--- config.mk ---
export PLATFORM = sky130hd
export DESIGN_NAME = aln_engine
export DESIGN_NICKNAME = d
export VERILOG_FILES = /design/src/aln_pkg.sv /design/src/aln_engine.sv /design/src/aln_desc_mem.sv
export SDC_FILE = /design/constraint.sdc
export NUM_CORES = 1
export LEC_CHECK = 0
export ABC_AREA = 1
export BUFFER_PORTS_ARGS = -buffer_cell sky130_fd_sc_hd__buf_2
export CAP_MARGIN = 30
export CORE_ASPECT_RATIO = 0.7
export CORE_MARGIN = 2
export CORE_UTILIZATION = 50
export DETAILED_ROUTE_END_ITERATION = 10
export PLACE_DENSITY = 0.73
export SLEW_MARGIN = 20
export SYNTH_ARGS = -nofsm -noshare
export SYNTH_HDL_FRONTEND = slang
export SYNTH_HIERARCHICAL = 1
export SYNTH_SLANG_ARGS = --single-unit
export TNS_END_PERCENT = 50
--- constraint.sdc ---
create_clock -name core_clk -period 2.8 [get_ports core_clk]
set_clock_uncertainty 0.1 [all_clocks]
set_input_delay 0.14 -clock core_clk [delete_from_list [all_inputs] [get_ports core_clk]]
set_output_delay 0.14 -clock core_clk [all_outputs]
set_load 0.01 [all_outputs]
--- src/aln_pkg.sv ---
// constants, offsets and types of the async list engine
// assumes a 250 MHz core clock and a byte-addressed plain register port
package aln_pkg;

  // ----------------------------------------------------------------
  // sizes
  // ----------------------------------------------------------------
  localparam int NSLOT = 8;
  localparam int SLOT_W = 3;
  localparam int NPORT = 3;
  localparam int ADDR_W = 12;
  localparam int DESC_W = 10;
  localparam int FLD_W = 4;
  localparam int CERR_W = 2;
  localparam int IRQ_W = 3;

  // ----------------------------------------------------------------
  // register offsets
  // ----------------------------------------------------------------
  localparam logic [11:0] OFS_DONE_MAP = 12'h300;
  localparam logic [11:0] OFS_VALID_MAP = 12'h304;
  localparam logic [11:0] OFS_PORT = 12'h308;
  localparam logic [11:0] OFS_IRQ_STAT = 12'h310;
  localparam logic [11:0] OFS_IRQ_MASK = 12'h314;
  localparam logic [11:0] OFS_DESC_BASE = 12'h400;

  // ----------------------------------------------------------------
  // field positions
  // ----------------------------------------------------------------
  localparam int DESC_RL_LSB = 0;
  localparam int DESC_CD_LSB = 4;
  localparam int DESC_CERR_LSB = 8;
  localparam int DESC_VALID_BIT = 31;
  localparam int IRQ_ASYNC_BIT = 0;
  localparam int IRQ_SOF_BIT = 1;
  localparam int IRQ_PORT_BIT = 2;
  localparam int PORT_EN_LSB = 0;
  localparam int PORT_CONN_LSB = 4;
  localparam int PORT_RST_LSB = 8;

  // ----------------------------------------------------------------
  // reset values
  // ----------------------------------------------------------------
  localparam logic [2:0] IRQ_MASK_RST = 3'h0;
  localparam logic [7:0] MAP_RST = 8'h00;

  // ----------------------------------------------------------------
  // timing
  // ----------------------------------------------------------------
  localparam int CLK_MHZ = 250;
  localparam int PORT_RESET_NS = 10000;
  localparam logic [11:0] PORT_RESET_CYC = 12'((PORT_RESET_NS * CLK_MHZ + 999) / 1000);

  // ----------------------------------------------------------------
  // types
  // ----------------------------------------------------------------
  typedef enum logic [1:0]
  {
    RESP_NAK = 2'b00,
    RESP_ACK = 2'b01,
    RESP_DATA = 2'b10,
    RESP_ERR = 2'b11
  } aln_resp_t;

  typedef enum logic [1:0]
  {
    ENG_IDLE = 2'b00,
    ENG_FETCH = 2'b01,
    ENG_APPLY = 2'b10
  } aln_eng_t;

endpackage

--- src/aln_engine.sv ---
// async transfer list engine: nak retry, completion map, port enable
// assumes responses come from a same-clock sequencer, port pins are async
//
// Contract
// - reload zero means endless nak retry
// - countdown reaching zero raises interrupt, descriptor stops
// - reload zero nak raises no interrupt
// - nak without retry sets async list interrupt
// - completion map read clears returned bits
// - descriptor read shows its valid bit
// - port error clears enable, connect stays
// - port reset command disconnects the device
// - enable loss leaves other ports untouched
//
// The strobed register port was chosen for this implementation.
`timescale 1ns/1ps
module aln_engine
(
  input wire logic core_clk, // core clock, 250 MHz
  input wire logic rst_n, // sync reset, active low
  input wire logic [11:0] reg_addr, // register byte address
  input wire logic [31:0] reg_wdata, // register write data
  input wire logic reg_wr, // write strobe
  input wire logic reg_rd, // read strobe
  output logic [31:0] reg_rdata, // read data, cycle after strobe
  input wire logic resp_valid, // token response present
  output logic resp_ready, // engine can take a response
  input wire logic [2:0] resp_slot, // descriptor slot of response
  input wire logic [1:0] resp_code, // response kind
  output logic token_req, // issue in token, one-cycle pulse
  output logic [2:0] token_slot, // slot of token to issue
  input wire logic sof_tick, // frame start pulse
  input wire logic [2:0] port_connect_pin, // device present per port
  input wire logic [2:0] port_error_pin, // port error per port
  output logic [2:0] port_enable, // port enabled
  output logic [2:0] port_disconnect, // port held in reset
  output logic irq // level interrupt
);

  typedef struct packed
  {
    aln_pkg::aln_eng_t st;
    logic [2:0] op_slot;
    aln_pkg::aln_resp_t op_code;
    logic [7:0] valid;
    logic [7:0] done;
    logic [7:0] pend;
    logic tok_vld;
    logic [2:0] tok_slot;
    logic [2:0] stat;
    logic [2:0] mask;
    logic [31:0] rdata;
    logic rd_desc;
    logic [2:0] conn_s1;
    logic [2:0] conn_s2;
    logic [2:0] err_s1;
    logic [2:0] err_s2;
    logic [2:0] en;
    logic [2:0][11:0] rst_cnt;
  } aln_st_t;

  aln_st_t s_reg;
  aln_st_t s_next;

  logic sw_desc_we;
  logic [9:0] mem_wdata;
  logic mem_we;
  logic [2:0] mem_wslot;
  logic [9:0] sw_data;
  logic [9:0] eng_data;
  logic [3:0] rl;
  logic [3:0] cd;
  logic [1:0] cerr;
  logic ap_go;
  logic ap_nak;
  logic ap_last;
  logic [7:0] done_set;
  logic [2:0] port_rst_wr;
  logic rd_valid_sel;
  logic desc_hit;

  // ----------------------------------------------------------------
  // descriptor store
  // ----------------------------------------------------------------
  aln_desc_mem u_mem
  (
    .core_clk(core_clk),
    .rst_n(rst_n),
    .wr_en(mem_we),
    .wr_slot(mem_wslot),
    .wr_data(mem_wdata),
    .sw_slot(reg_addr[4:2]),
    .sw_data(sw_data),
    .eng_rd(s_reg.st == aln_pkg::ENG_FETCH),
    .eng_slot(s_reg.op_slot),
    .eng_data(eng_data)
  );

  assign desc_hit = reg_addr[11:5] == aln_pkg::OFS_DESC_BASE[11:5];
  assign sw_desc_we = reg_wr && desc_hit;
  assign rl = eng_data[aln_pkg::DESC_RL_LSB +: aln_pkg::FLD_W];
  assign cd = eng_data[aln_pkg::DESC_CD_LSB +: aln_pkg::FLD_W];
  assign cerr = eng_data[aln_pkg::DESC_CERR_LSB +: aln_pkg::CERR_W];
  assign ap_go = s_reg.st == aln_pkg::ENG_APPLY && s_reg.valid[s_reg.op_slot] && !sw_desc_we;
  assign ap_nak = ap_go && s_reg.op_code == aln_pkg::RESP_NAK;
  assign ap_last = cd <= 4'h1;
  assign rd_valid_sel = s_reg.valid[reg_addr[4:2]];
  assign port_rst_wr = (reg_wr && reg_addr == aln_pkg::OFS_PORT) ?
    reg_wdata[aln_pkg::PORT_RST_LSB +: aln_pkg::NPORT] : 3'h0;

  // ----------------------------------------------------------------
  // next state
  // ----------------------------------------------------------------
  always_comb
  begin
    s_next = s_reg;
    mem_we = 1'b0;
    mem_wslot = s_reg.op_slot;
    mem_wdata = eng_data;
    done_set = 8'h00;

    // token issue: lowest pending slot first
    s_next.tok_vld = |s_reg.pend;
    s_next.tok_slot = 3'h0;
    for (int i = aln_pkg::NSLOT - 1; i >= 0; i--)
    begin
      if (s_reg.pend[i])
      begin
        s_next.tok_slot = 3'(i);
      end
    end
    if (s_next.tok_vld)
    begin
      s_next.pend[s_next.tok_slot] = 1'b0;
    end

    // engine sequence
    unique case (s_reg.st)
      aln_pkg::ENG_IDLE:
      begin
        if (resp_valid)
        begin
          s_next.op_slot = resp_slot;
          s_next.op_code = aln_pkg::aln_resp_t'(resp_code);
          s_next.st = aln_pkg::ENG_FETCH;
        end
      end
      aln_pkg::ENG_FETCH:
      begin
        if (sw_desc_we && reg_addr[4:2] == s_reg.op_slot)
        begin
          s_next.st = aln_pkg::ENG_IDLE;
        end
        else
        begin
          s_next.st = aln_pkg::ENG_APPLY;
        end
      end
      aln_pkg::ENG_APPLY:
      begin
        if (!sw_desc_we || reg_addr[4:2] == s_reg.op_slot)
        begin
          s_next.st = aln_pkg::ENG_IDLE;
        end
        if (ap_go)
        begin
          unique case (s_reg.op_code)
            aln_pkg::RESP_NAK:
            begin
              if (rl == 4'h0)
              begin
                s_next.pend[s_reg.op_slot] = 1'b1;
              end
              else if (!ap_last)
              begin
                mem_we = 1'b1;
                mem_wdata[aln_pkg::DESC_CD_LSB +: aln_pkg::FLD_W] = cd - 4'h1;
                s_next.pend[s_reg.op_slot] = 1'b1;
              end
              else
              begin
                mem_we = 1'b1;
                mem_wdata[aln_pkg::DESC_CD_LSB +: aln_pkg::FLD_W] = 4'h0;
                s_next.valid[s_reg.op_slot] = 1'b0;
                s_next.stat[aln_pkg::IRQ_ASYNC_BIT] = 1'b1;
              end
            end
            aln_pkg::RESP_ACK, aln_pkg::RESP_DATA:
            begin
              mem_we = 1'b1;
              mem_wdata[aln_pkg::DESC_CD_LSB +: aln_pkg::FLD_W] = rl;
              s_next.valid[s_reg.op_slot] = 1'b0;
              done_set[s_reg.op_slot] = 1'b1;
              s_next.stat[aln_pkg::IRQ_ASYNC_BIT] = 1'b1;
            end
            aln_pkg::RESP_ERR:
            begin
              mem_we = 1'b1;
              if (cerr > 2'h1)
              begin
                mem_wdata[aln_pkg::DESC_CERR_LSB +: aln_pkg::CERR_W] = cerr - 2'h1;
                s_next.pend[s_reg.op_slot] = 1'b1;
              end
              else
              begin
                mem_wdata[aln_pkg::DESC_CERR_LSB +: aln_pkg::CERR_W] = 2'h0;
                s_next.valid[s_reg.op_slot] = 1'b0;
                done_set[s_reg.op_slot] = 1'b1;
                s_next.stat[aln_pkg::IRQ_ASYNC_BIT] = 1'b1;
              end
            end
          endcase
        end
      end
    endcase

    // software descriptor write wins the store
    if (sw_desc_we)
    begin
      mem_we = 1'b1;
      mem_wslot = reg_addr[4:2];
      mem_wdata = reg_wdata[aln_pkg::DESC_W-1:0];
      s_next.valid[reg_addr[4:2]] = reg_wdata[aln_pkg::DESC_VALID_BIT];
      if (reg_wdata[aln_pkg::DESC_VALID_BIT])
      begin
        s_next.pend[reg_addr[4:2]] = 1'b1;
      end
    end

    // register writes and clear on read; async set wins unless that bit was already set, frame and port sets always win
    if (reg_wr && reg_addr == aln_pkg::OFS_IRQ_STAT)
    begin
      s_next.stat = s_next.stat & ~(reg_wdata[aln_pkg::IRQ_W-1:0] & ~(s_next.stat ^ s_reg.stat));
    end
    if (reg_wr && reg_addr == aln_pkg::OFS_IRQ_MASK)
    begin
      s_next.mask = reg_wdata[aln_pkg::IRQ_W-1:0];
    end
    if (reg_rd && reg_addr == aln_pkg::OFS_DONE_MAP)
    begin
      s_next.done = 8'h00;
    end
    s_next.done = s_next.done | done_set;
    if (sof_tick)
    begin
      s_next.stat[aln_pkg::IRQ_SOF_BIT] = 1'b1;
    end

    // ports, each on its own state
    s_next.conn_s1 = port_connect_pin;
    s_next.conn_s2 = s_reg.conn_s1;
    s_next.err_s1 = port_error_pin;
    s_next.err_s2 = s_reg.err_s1;
    for (int p = 0; p < aln_pkg::NPORT; p++)
    begin
      if (s_reg.rst_cnt[p] != 12'h000)
      begin
        s_next.rst_cnt[p] = s_reg.rst_cnt[p] - 12'h001;
        s_next.en[p] = (s_reg.rst_cnt[p] == 12'h001) && s_reg.conn_s2[p];
      end
      else if (port_rst_wr[p])
      begin
        s_next.rst_cnt[p] = aln_pkg::PORT_RESET_CYC;
        s_next.en[p] = 1'b0;
      end
      else if (s_reg.err_s2[p] || !s_reg.conn_s2[p])
      begin
        s_next.en[p] = 1'b0;
      end
      if (s_reg.en[p] && !s_next.en[p])
      begin
        s_next.stat[aln_pkg::IRQ_PORT_BIT] = 1'b1;
      end
    end

    // read data, one cycle after the strobe
    s_next.rdata = 32'h0000_0000;
    s_next.rd_desc = 1'b0;
    if (reg_rd)
    begin
      if (desc_hit)
      begin
        s_next.rd_desc = 1'b1;
        s_next.rdata[aln_pkg::DESC_VALID_BIT] = rd_valid_sel;
      end
      else
      begin
        unique case (reg_addr)
          aln_pkg::OFS_DONE_MAP: s_next.rdata[7:0] = s_reg.done;
          aln_pkg::OFS_VALID_MAP: s_next.rdata[7:0] = s_reg.valid;
          aln_pkg::OFS_IRQ_STAT: s_next.rdata[2:0] = s_reg.stat;
          aln_pkg::OFS_IRQ_MASK: s_next.rdata[2:0] = s_reg.mask;
          aln_pkg::OFS_PORT:
          begin
            s_next.rdata[aln_pkg::PORT_EN_LSB +: aln_pkg::NPORT] = s_reg.en;
            s_next.rdata[aln_pkg::PORT_CONN_LSB +: aln_pkg::NPORT] = s_reg.conn_s2;
            for (int p = 0; p < aln_pkg::NPORT; p++)
            begin
              s_next.rdata[aln_pkg::PORT_RST_LSB + p] = s_reg.rst_cnt[p] != 12'h000;
            end
          end
          default: s_next.rdata = 32'h0000_0000;
        endcase
      end
    end
  end

  // ----------------------------------------------------------------
  // state register
  // ----------------------------------------------------------------
  always_ff @(posedge core_clk)
  begin
    if (!rst_n)
    begin
      s_reg <= '0;
      s_reg.mask <= aln_pkg::IRQ_MASK_RST;
      s_reg.done <= aln_pkg::MAP_RST;
      s_reg.valid <= aln_pkg::MAP_RST;
    end
    else
    begin
      s_reg <= s_next;
    end
  end

  // ----------------------------------------------------------------
  // outputs
  // ----------------------------------------------------------------
  assign resp_ready = s_reg.st == aln_pkg::ENG_IDLE;
  assign token_req = s_reg.tok_vld;
  assign token_slot = s_reg.tok_slot;
  assign port_enable = s_reg.en;
  assign irq = |(s_reg.stat & s_reg.mask);
  assign reg_rdata = s_reg.rd_desc ?
    (s_reg.rdata | {22'h00_0000, sw_data}) : s_reg.rdata;
  for (genvar g = 0; g < aln_pkg::NPORT; g++)
  begin : g_disc
    assign port_disconnect[g] = s_reg.rst_cnt[g] != 12'h000;
  end

  // ----------------------------------------------------------------
  // checks
  // ----------------------------------------------------------------
  chk_nak_endless: assert property (@(posedge core_clk) disable iff (!rst_n)
    ap_nak && rl == 4'h0 |=> s_reg.pend[$past(s_reg.op_slot)] && s_reg.valid[$past(s_reg.op_slot)])
    else $error("nak with zero reload not retried");

  chk_count_stop: assert property (@(posedge core_clk) disable iff (!rst_n)
    ap_nak && rl != 4'h0 && ap_last |=> !s_reg.valid[$past(s_reg.op_slot)] ##1 irq || !s_reg.mask[0])
    else $error("countdown end did not stop descriptor");

  chk_hw_noirq: assert property (@(posedge core_clk) disable iff (!rst_n)
    ap_nak && rl == 4'h0 && !s_reg.stat[0] |=> !s_reg.stat[0])
    else $error("zero reload nak raised interrupt");

  chk_nak_irq: assert property (@(posedge core_clk) disable iff (!rst_n)
    ap_nak && rl != 4'h0 && ap_last |=> s_reg.stat[0])
    else $error("unretried nak left status clear");

  chk_done_clear: assert property (@(posedge core_clk) disable iff (!rst_n)
    reg_rd && reg_addr == aln_pkg::OFS_DONE_MAP |=>
    (reg_rdata[7:0] & s_reg.done & ~$past(done_set)) == 8'h00)
    else $error("read completion bit survived");

  chk_desc_valid: assert property (@(posedge core_clk) disable iff (!rst_n)
    reg_rd && desc_hit |=> reg_rdata[31] == $past(rd_valid_sel))
    else $error("descriptor read shows wrong valid");

  chk_count_step: assert property (@(posedge core_clk) disable iff (!rst_n)
    ap_nak && rl != 4'h0 && !ap_last |-> mem_we &&
    mem_wdata[aln_pkg::DESC_CD_LSB +: aln_pkg::FLD_W] == cd - 4'h1 ##1 token_req || s_reg.pend != 8'h00)
    else $error("countdown not decremented by one");

  for (genvar g = 0; g < aln_pkg::NPORT; g++)
  begin : g_chk
    chk_err_disable: assert property (@(posedge core_clk) disable iff (!rst_n)
      s_reg.err_s2[g] && s_reg.rst_cnt[g] == 12'h000 |=> !s_reg.en[g])
      else $error("port error kept enable");

    chk_reset_disc: assert property (@(posedge core_clk) disable iff (!rst_n)
      port_rst_wr[g] && s_reg.rst_cnt[g] == 12'h000 |=> port_disconnect[g] [*8] ##0 !port_enable[g])
      else $error("port reset did not disconnect");

    chk_port_alone: assert property (@(posedge core_clk) disable iff (!rst_n)
      s_reg.en[g] && !s_reg.err_s2[g] && s_reg.conn_s2[g] && !port_rst_wr[g] &&
      s_reg.rst_cnt[g] == 12'h000 |=> s_reg.en[g])
      else $error("port enable lost without own cause");
  end

endmodule // aln_engine

--- src/aln_desc_mem.sv ---
// descriptor store: one write port, two registered read ports
// assumes the caller never needs write-through; reads return old data
`timescale 1ns/1ps
module aln_desc_mem
(
  input wire logic core_clk, // core clock
  input wire logic rst_n, // sync reset, active low
  input wire logic wr_en, // write strobe
  input wire logic [2:0] wr_slot, // write slot
  input wire logic [9:0] wr_data, // write data
  input wire logic [2:0] sw_slot, // software read slot
  output logic [9:0] sw_data, // software read data, registered
  input wire logic eng_rd, // engine read strobe
  input wire logic [2:0] eng_slot, // engine read slot
  output logic [9:0] eng_data // engine read data, held until next read
);

  typedef struct packed
  {
    logic [aln_pkg::NSLOT-1:0][aln_pkg::DESC_W-1:0] cells;
    logic [aln_pkg::DESC_W-1:0] sw_q;
    logic [aln_pkg::DESC_W-1:0] eng_q;
  } aln_mem_st_t;

  aln_mem_st_t m_reg;
  aln_mem_st_t m_next;

  always_comb
  begin
    m_next = m_reg;
    m_next.sw_q = m_reg.cells[sw_slot];
    if (eng_rd)
    begin
      m_next.eng_q = m_reg.cells[eng_slot];
    end
    if (wr_en)
    begin
      m_next.cells[wr_slot] = wr_data;
    end
  end

  always_ff @(posedge core_clk)
  begin
    if (!rst_n)
    begin
      m_reg <= '0;
    end
    else
    begin
      m_reg <= m_next;
    end
  end

  assign sw_data = m_reg.sw_q;
  assign eng_data = m_reg.eng_q;

endmodule // aln_desc_mem

==> results.py, run 1 <==
metrics = {
    "pwr": {
        "p_int_mw": 5.78,
        "switching_share": 0.337,
        "combPwrFrac": 0.273,
        "pwr-share-seq": 0.385,
        "pwr-share-clk": 0.343,
        "power_density_nw_per_um2": 706,
        "p_sw_mw": 2.94,
        "vdd_drop_max_mv": 0.399,
        "p_leak_nw": 5.57,
    },
    "sta": {
        "period_share": 0.920,
        "rsz0062_at_grt": "false",
        "setup_viol": 0,
        "final.setup.tns_ps": 0,
        "hold_viol": 0,
        "fin_crit_ps": 2580,
        "slew_viol_final": 0,
        "worst_pin_slew_ps": 876,
        "fmax_mhz": 388,
        "slew_headroom": 0.415,
        "hold_ws_ps": 14.9,
    },
    "critical_path": {
        "cp.arrival_ps": 2830,
        "path_class": "register to register",
        "cp-end-kind": "register",
        "crit_fanout": 20,
        "critPathRequiredTime_ps": 3050,
        "cp-start-kind": "register",
    },
    "cts": {
        "cts-htree-levels": 1,
        "clock-sinks": 205,
        "post_cts_buffers": 0,
        "cts_buffer_depth": 3,
        "cts.clk_slew.worst_paths_ps": 60,
        "cts_root_buffer": "clkbuf_16",
        "clk_latency_ps": 500,
        "cts_tree": "built",
        "cts-buffers-inserted": 21,
    },
    "drt": {
        "drt_iter0_drc": 1124,
        "wirelength_mm": 31.2,
        "vias": 10930,
        "drc": 0,
        "via_per_inst": 5.45,
        "antenna_left": 0,
        "routedWlPerCell_um": 15.6,
        "first_pass_iters": 6,
    },
    "placed_design": {
        "place_hpwl_mm": 21.6,
        "numPortBuffers": 64,
        "place_area_um2": 11400,
        "gp_congestion": 0.942,
    },
    "global_routing": {
        "grt_max_degree": 87,
        "first_global_vias": 9591,
        "grt.total_usage": 0.258,
        "overflow": 0,
        "antenna_found_initial": 1,
        "grt_pass1_wl_mm": 49.1,
    },
    "synth": {
        "yosys_warnings": 6,
        "async_reset_ff_frac": 0,
        "seq_area_frac_synth": 0.367,
        "synth.cell_area_um2": 11200,
        "synth-edff-count": 0,
        "synthCells": 1674,
        "ys_seq_elements": 205,
        "synth_cell_types": 51,
        "avgSynthCellArea_um2": 6.68,
        "ys.flop_type": "dfxtp_1",
    },
    "floorplanning": {
        "std_cell_rows": 45,
        "fp.dieH_um": 129,
        "die_w_um": 183,
        "initial_core_util": 0.513,
        "core_area_um2": 21800,
        "die_area_um2": 23600,
        "ios": 105,
    },
    "cells_and_area": {
        "final_cell_mix": "nand2_1, inv_1, dfxtp_1, a21oi_1, nand3_1",
        "final_common_cell": "nand2_1",
        "num-nets-final": 1783,
        "fillers": 2070,
        "stdcell_area_um2": 12300,
        "utilization": 0.566,
        "area_growth_pct": 10.4,
        "largest_register_ffs": 92,
        "drive_gt1_frac": 0.100,
    },
    "run_status": {
        "status": "finished clean",
    },
    "hold_path": {
        "hp-class": "primary input to register",
    },
    "run": {
        "cap_violations": 0,
    },
}
[power by group through the flow]
stage | logic (mW) | clock network (mW) | registers, mW
final | 2.37 | 2.99 | 3.35
after global routing | 2.67 | 3.15 | 3.38
after CTS | 2.34 | 3.01 | 3.34
after detailed placement | 2.30 | 0 | 3.40
after global placement | 2.23 | 0 | 3.40
after floorplan | 1.87 | 0 | 3.34
[metal layers]
| metal | part of all wire | vias to the layer above | GRT usage |
|---|---|---|---|
| li1 | - | 5413 | - |
| met1 | 0.47 | 4949 | 0.389 |
| met2 | 0.42 | 499 | 0.389 |
| met3 | 0.085 | 69 | 0.0329 |
| met4 | 0.020 | 0 | 0.0664 |
| met5 | 0 | - | 0 |
[synth_stat cells (3+ instances only)]
| cell type | instances | share of area |
|---|---|---|
| a211oi_1 | 5 | 0.0034 |
| a21o_1 | 10 | 0.0067 |
| a21oi_1 | 170 | 0.076 |
| a31oi_1 | 4 | 0.0022 |
| buf_1 | 3 | 0.0010 |
| buf_2 | 26 | 0.012 |
| buf_4 | 51 | 0.034 |
| buf_6 | 11 | 0.011 |
| clkbuf_1 | 31 | 0.010 |
| clkbuf_2 | 3 | 0.0013 |
| clkinv_1 | 3 | 0.0010 |
| dfxtp_1 | 205 | 0.37 |
| ha_1 | 13 | 0.015 |
| inv_1 | 209 | 0.070 |
| inv_2 | 7 | 0.0024 |
| nand2_1 | 376 | 0.13 |
| nand2_2 | 4 | 0.0022 |
| nand3_1 | 124 | 0.056 |
| nand4_1 | 12 | 0.0067 |
| nor2_1 | 123 | 0.041 |
| nor2_2 | 10 | 0.0056 |
| nor2_4 | 3 | 0.0030 |
| nor3_1 | 26 | 0.012 |
| nor3b_1 | 4 | 0.0027 |
| nor4_1 | 11 | 0.0062 |
| o211ai_1 | 12 | 0.0081 |
| o21ai_0 | 119 | 0.053 |
| o21ai_1 | 38 | 0.017 |
| o221ai_1 | 4 | 0.0031 |
| or2_2 | 9 | 0.0050 |
| xnor2_1 | 14 | 0.011 |
| xor2_1 | 12 | 0.0094 |
[final timing paths]
| kind | from | end | slack [ps] | cells past startpoint |
|---|---|---|---|---|
| setup reg to reg | s_reg[120]$_SDFFE_PN0P_ | u_mem/m_reg[98]$_SDFFE_PN0P_ | 220 | 14 |
| hold reg to reg | s_next[40]$_SDFF_PN0_ | s_reg[40]$_SDFF_PN0_ | 310 | 2 |
| hold / removal | reg_addr[8] | s_reg[51]$_SDFF_PN0_ | 10 | 6 |
| setup / recovery | s_reg[120]$_SDFFE_PN0P_ | u_mem/m_reg[98]$_SDFFE_PN0P_ | 220 | 14 |
[kinds of logic after synthesis]
| family | Yosys count | synth area share |
|---|---|---|
| flops | 205 | 0.367 |
| other cells | 1 | 0.000335 |
| fa+ha+maj | 13 | 0.0145 |
| buf+inv | 344 | 0.143 |
| simple gates | 710 | 0.273 |
| compound gates | 375 | 0.181 |
| xor+xnor | 26 | 0.0204 |
[through the flow]
stage | setup slack, ps | std cells | power (mW)
2_1_floorplan | 671 | 1693 | 5.22
3_3_place_gp | 161 | 1944 | 5.63
3_5_place_dp | 223 | 1945 | 5.70
4_1_cts | 275 | 2004 | 8.70
5_1_grt | 20.8 | 2004 | 9.20
6_report | 224 | 2005 | 8.71
[final cells by class]
type,count,area (um2),share of cell area
antenna,1,2.50,0.000203
clock buffer,28,602,0.0488
clock inverter,8,124,0.0100
inverter,219,822,0.0666
multi-input combinational,1144,5550,0.449
sequential,205,4110,0.333
tap,282,353,0.0286
timing repair buffer,118,783,0.0635
[worst max-delay path, cell delays in order (launching register included)]
cell and delay [ps]:
dfxtp_2 400, inv_2 200, nand2_1 80, nand2_1 60
nand2_1 40, nand2_1 70, nand2_1 80, nand2_4 100
nand2_4 120, o21ai_0 240, nand2_1 120, nor3_2 130
inv_1 340, o21ai_1 260, a21oi_1 70
[timing repair]
item	in CTS	in global routing
endpoints found under the hold margin	55	0
hold buffers	23	0
gates resized for setup	0	0
Note: power is estimated with default switching activity, not from simulation.
==> run 2, diff against run 1 <==
==> constraint.sdc (replaced) <==
create_clock -name core_clk -period 3 [get_ports core_clk]
set_clock_uncertainty 0.1 [all_clocks]
set_input_delay 0.15 -clock core_clk [delete_from_list [all_inputs] [get_ports core_clk]]
set_output_delay 0.15 -clock core_clk [all_outputs]
set_load 0.01 [all_outputs]
==> run 2 against run 1 <==
Net effect:
- worst hold slack gained 5.5 ps
- clock power decreased by 5%
- sequential share of layout area fell by 0.15 points
- non-clock buffer count unchanged
- via count fell by 0.98%
- cell count unchanged
- global-route usage up 0.54 points
- count of clock-buffer cells in the layout rose by 2
- combinational power decreased by 7%
- worst setup slack better by 120 ps
==> results.py, run 2 (synthesized netlist as in run 1, its figures left out) <==
metrics = {
    "sta": {
        "rsz0062_at_grt": "false",
        "hold_viol": 0,
        "period_share": 0.884,
        "final.setup.tns_ps": 0,
        "fin_ws_ps": 348,
        "fmax_mhz": 377,
        "worst_pin_slew_ps": 867,
        "slew_headroom": 0.421,
        "fin_crit_ps": 2650,
        "slew_viol_final": 0,
        "setup_viol": 0,
    },
    "cells_and_area": {
        "diodes": 0,
        "largest_register_ffs": 92,
        "drive_gt1_frac": 0.0946,
        "final_common_cell": "nand2_1",
        "final_cell_mix": "nand2_1, inv_1, dfxtp_1, a21oi_1, nand3_1",
        "fillers": 2084,
        "num-nets-final": 1783,
        "area_growth_pct": 10.9,
        "stdcell_area_um2": 12400,
    },
    "cts": {
        "cts-buffers-inserted": 21,
        "cts_root_buffer": "clkbuf_16",
        "cts_buffer_depth": 3,
        "cts_tree": "built",
        "cts.clk_slew.worst_paths_ps": 70,
        "clk_latency_ps": 500,
        "cts-htree-levels": 1,
        "post_cts_buffers": 0,
        "clock-sinks": 205,
    },
    "critical_path": {
        "r2r_slack_ps": 350,
        "path_class": "register to register",
        "crit_fanout": 20,
        "cp-start-kind": "register",
        "critPathRequiredTime_ps": 3260,
        "rr_startpoint": "s_reg[120]$_SDFFE_PN0P_",
        "rr_endpoint": "u_mem/m_reg[50]$_SDFFE_PN0P_",
        "cp.arrival_ps": 2910,
        "reg2regPathDepth": 14,
        "cp-end-kind": "register",
    },
    "placed_design": {
        "dp_slack_ps": 137,
        "numPortBuffers": 64,
        "place_area_um2": 11300,
        "place_hpwl_mm": 21.3,
        "gp_congestion": 0.965,
    },
    "hold_path": {
        "hp-class": "primary input to register",
        "hold_path.startpoint": "reg_wdata[10]",
        "holdPathEnd": "port_enable[2]$_SDFF_PN0_",
        "hold_path_depth": 6,
    },
    "global_routing": {
        "overflow": 0,
        "antenna_found_initial": 0,
        "grt_max_degree": 106,
        "first_global_vias": 9803,
        "grt_pass1_wl_mm": 50.4,
        "grt.total_usage": 0.263,
    },
    "drt": {
        "first_pass_iters": 5,
        "drc": 0,
        "antenna_left": 0,
        "vias": 10823,
        "drt_iter0_drc": 1197,
        "via_per_inst": 5.40,
        "routedWlPerCell_um": 15.7,
        "wirelength_mm": 31.4,
    },
    "floorplanning": {
        "fp.dieH_um": 129,
        "ios": 105,
        "die_area_um2": 23600,
        "std_cell_rows": 45,
        "core_area_um2": 21800,
        "die_w_um": 183,
        "initial_core_util": 0.513,
    },
    "pwr": {
        "vdd_drop_max_mv": 0.390,
        "power_density_nw_per_um2": 659,
        "p_leak_nw": 5.57,
    },
    "run_status": {
        "status": "finished clean",
    },
    "run": {
        "cap_violations": 0,
    },
}
run 2: metrics by stage:
| stage | hold WS [ps] | util | instances | power [mW] |
|---|---|---|---|---|
| floorplan | 148 | - | 1693 | 4.87 |
| detailed placement | 236 | 0.519 | 1934 | 5.29 |
| global placement | 231 | 0.519 | 1934 | 5.25 |
| finish | 20.4 | 0.569 | 2005 | 8.16 |
| CTS | 5.63 | 0.568 | 2005 | 8.14 |
| global route | 60.6 | 0.569 | 2005 | 8.62 |
run 2: worst max-delay path: stages (launching register included):
cell	delay [ps]
dfxtp_2	370
inv_2	180
nand2_1	70
nand2_1	60
nand2_1	50
nand2_1	70
nand2_1	70
nand2_4	110
nand2_4	120
o21ai_0	250
nand2_1	130
inv_1	120
nand2_1	400
o21ai_0	330
a21oi_1	60
run 2: worst max path at each step:
stage                                  from                            to  slack, ps  cells past startpoint
detailed placement              reg_addr[6]  u_mem/m_reg[42]$_SDFFE_PN0P_        140                     11
global placement                reg_addr[6]  u_mem/m_reg[48]$_SDFFE_PN0P_        290                     11
global route        s_reg[120]$_SDFFE_PN0P_  u_mem/m_reg[59]$_SDFFE_PN0P_          5                     14
finish              s_reg[120]$_SDFFE_PN0P_  u_mem/m_reg[50]$_SDFFE_PN0P_        350                     14
floorplan                       reg_addr[6]  u_mem/m_reg[61]$_SDFFE_PN0P_        860                     13
CTS                 s_reg[120]$_SDFFE_PN0P_  u_mem/m_reg[29]$_SDFFE_PN0P_        320                     14
run 2: final cells by class:
cell class                      count  area (um2)  share of cell area
Inverter                          219         822              0.0663
Tap cell                          282         353              0.0285
Clock inverter                      7         135              0.0109
Clock buffer                       30         599              0.0484
Sequential cell                   205        4110               0.331
Multi-Input combinational cell   1144        5550               0.448
Timing Repair Buffer              118         826              0.0666
run 2: layer usage:
layer	vias up	track usage	routed length, um
met4	0	0.0612	599
met2	452	0.402	13300
met1	4903	0.395	15000
met5	-	0	0
met3	49	0.0343	2470
li1	5419	-	-
run 2: power by group:
group	internal (mW)	switching [mW]	leakage [nW]
clock network	1.73	1.10	0.362
logic	0.790	1.42	3.54
registers	2.94	0.192	1.67
run 2: repair_timing:
item	4_1_cts	5_1_grt
hold buffers	34	0
resized for setup	0	3
endpoints found under the setup margin	0	6
hold endpoints to repair	45	0
==> run 3, diff against run 2 <==
--- a/config.mk
+++ b/config.mk
@@ -11,6 +11,7 @@
 export CORE_ASPECT_RATIO = 0.7
 export CORE_MARGIN = 2
 export CORE_UTILIZATION = 50
+export CTS_BUF_LIST = sky130_fd_sc_hd__clkbuf_8
 export DETAILED_ROUTE_END_ITERATION = 10
 export PLACE_DENSITY = 0.73
 export SLEW_MARGIN = 20
==> run 3 against run 2 <==
Net effect:
- worst setup slack got worse by 84 ps
- sequential cell count unchanged
- sequential power hardly changed
- via count is 1.8% higher
- first-iteration DRC count is 0.25% lower
- worst hold slack better by 8.1 ps
- combinational power hardly changed
- global-route usage rose by 0.087 points
- clock power down 6%
- maximum frequency is 3.1% lower
- wire length is 0.66% higher
- largest cell class unchanged
- highest routed layer unchanged
==> results.py, run 3 (synthesized netlist as in run 1, its figures left out) <==
metrics = {
    "run_status": {
        "status": "finished clean",
    },
    "drt": {
        "via_per_inst": 5.43,
        "wirelength_mm": 31.6,
        "routedWlPerCell_um": 15.6,
        "antenna_left": 0,
        "drt_iter0_drc": 1194,
        "first_pass_iters": 6,
        "drc": 0,
        "vias": 11019,
    },
    "sta": {
        "fmax_mhz": 365,
        "worst_pin_slew_ps": 872,
        "setup_viol": 0,
        "hold_viol": 0,
        "slew_viol_final": 0,
        "period_share": 0.912,
        "final.setup.tns_ps": 0,
        "slew_headroom": 0.418,
        "fin_crit_ps": 2740,
    },
    "floorplanning": {
        "ios": 105,
        "core_area_um2": 21800,
        "fp.dieH_um": 129,
        "die_w_um": 183,
        "std_cell_rows": 45,
        "die_area_um2": 23600,
        "initial_core_util": 0.513,
    },
    "cells_and_area": {
        "diodes": 0,
        "final_cell_mix": "nand2_1, inv_1, dfxtp_1, a21oi_1, nand3_1",
        "area_growth_pct": 10.9,
        "num-nets-final": 1797,
        "largest_register_ffs": 92,
        "utilization": 0.569,
        "final_common_cell": "nand2_1",
        "drive_gt1_frac": 0.105,
    },
    "pwr": {
        "p_leak_nw": 5.62,
        "vdd_drop_max_mv": 0.404,
        "p_total_mw": 7.97,
        "power_density_nw_per_um2": 643,
    },
    "placed_design": {
        "gp_congestion": 0.965,
        "place_hpwl_mm": 21.3,
        "numPortBuffers": 64,
    },
    "critical_path": {
        "path_class": "register to register",
        "rr_startpoint": "s_reg[120]$_SDFFE_PN0P_",
        "r2r_slack_ps": 260,
        "crit_fanout": 20,
        "critPathRequiredTime_ps": 3280,
        "reg2regPathDepth": 14,
        "cp-start-kind": "register",
        "cp-end-kind": "register",
        "cp.arrival_ps": 3010,
        "rr_endpoint": "u_mem/m_reg[50]$_SDFFE_PN0P_",
    },
    "cts": {
        "clock-sinks": 205,
        "cts_root_buffer": "clkbuf_8",
        "cts-htree-levels": 2,
        "cts_tree": "built",
        "cts.clk_slew.worst_paths_ps": 70,
        "clk_latency_ps": 540,
        "post_cts_buffers": 0,
        "cts_buffer_depth": 3,
        "cts-buffers-inserted": 34,
    },
    "hold_path": {
        "hold_path.startpoint": "reg_wr",
        "hp-class": "primary input to register",
        "hold_path_depth": 4,
        "holdPathEnd": "s_reg[87]$_SDFF_PN0_",
    },
    "global_routing": {
        "first_global_vias": 9780,
        "overflow": 0,
        "grt.total_usage": 0.264,
        "grt_max_degree": 106,
        "grt_pass1_wl_mm": 50.2,
        "antenna_found_initial": 0,
    },
    "run": {
        "cap_violations": 0,
    },
}
==> run 3: cell types whose count changed in the layout (fill, tap and decap cells not counted) <==
cell and change:
bufinv_16 -3, clkbuf_1 -5, dlygate4sd3_1 +1, inv_1 +9, clkinvlp_4 +2, clkbuf_8 +42
clkbuf_16 -21, clkinv_2 -1, inv_6 +1
==> run 3: repair_timing <==
action                                  CTS  global route
hold buffers                             35             0
endpoints found under the setup margin    0             7
gates resized for setup                   0             3
endpoints found under the hold margin    54             0
==> run 3: area by class of cell <==
class / count / area, um2
fillers: 2089 / 9390
inverters: 219 / 822
flip-flops and latches: 205 / 4110
clock inverters: 15 / 97.6
multi-input cells: 1144 / 5550
clock buffers: 46 / 633
repair buffers: 119 / 836
well taps: 282 / 353
==> run 3: metrics by stage <==
stage | hold slack [ps] | area [um2] | setup WS, ps | std cells
floorplan | 148 | 11300 | 861 | 1693
global placement | 231 | 11300 | 292 | 1934
detailed placement | 236 | 11300 | 137 | 1934
CTS | 0.455 | 12400 | 307 | 2030
global route | 37.2 | 12400 | -10.1 | 2030
finish | 28.6 | 12400 | 264 | 2030
==> run 3: worst max-delay path by stage <==
| stage | from | end | slack, ps | cells past startpoint |
|---|---|---|---|---|
| finish | s_reg[120]$_SDFFE_PN0P_ | u_mem/m_reg[50]$_SDFFE_PN0P_ | 260 | 14 |
| global route | s_reg[120]$_SDFFE_PN0P_ | u_mem/m_reg[59]$_SDFFE_PN0P_ | -10 | 14 |
| CTS | s_reg[120]$_SDFFE_PN0P_ | u_mem/m_reg[29]$_SDFFE_PN0P_ | 310 | 14 |
| detailed placement | reg_addr[6] | u_mem/m_reg[42]$_SDFFE_PN0P_ | 140 | 11 |
| global placement | reg_addr[6] | u_mem/m_reg[48]$_SDFFE_PN0P_ | 290 | 11 |
| floorplan | reg_addr[6] | u_mem/m_reg[61]$_SDFFE_PN0P_ | 860 | 13 |
==> run 3: where the power goes <==
part           leakage (nW)  internal [mW]  total [mW]  switching (mW)
Sequential             1.67           2.94        3.13           0.192
Combinational          3.55          0.788        2.19            1.41
Clock                 0.405           1.46        2.65            1.19
==> run 3: per-layer routing <==
metal	part of all wire	track usage	vias to the layer above
met5	0	0	-
met4	0.025	0.0840	0
met3	0.080	0.0382	70
met2	0.41	0.391	502
met1	0.48	0.396	5006
li1	-	-	5441
==> run 3: critical path, cell delays in order, from the launching register on <==
cell	delay, ps
dfxtp_2	370
inv_2	190
nand2_1	70
nand2_1	60
nand2_1	50
nand2_1	70
nand2_1	70
nand2_4	110
nand2_4	120
o21ai_0	270
nand2_1	130
inv_1	130
nand2_1	410
o21ai_0	340
a21oi_1	70
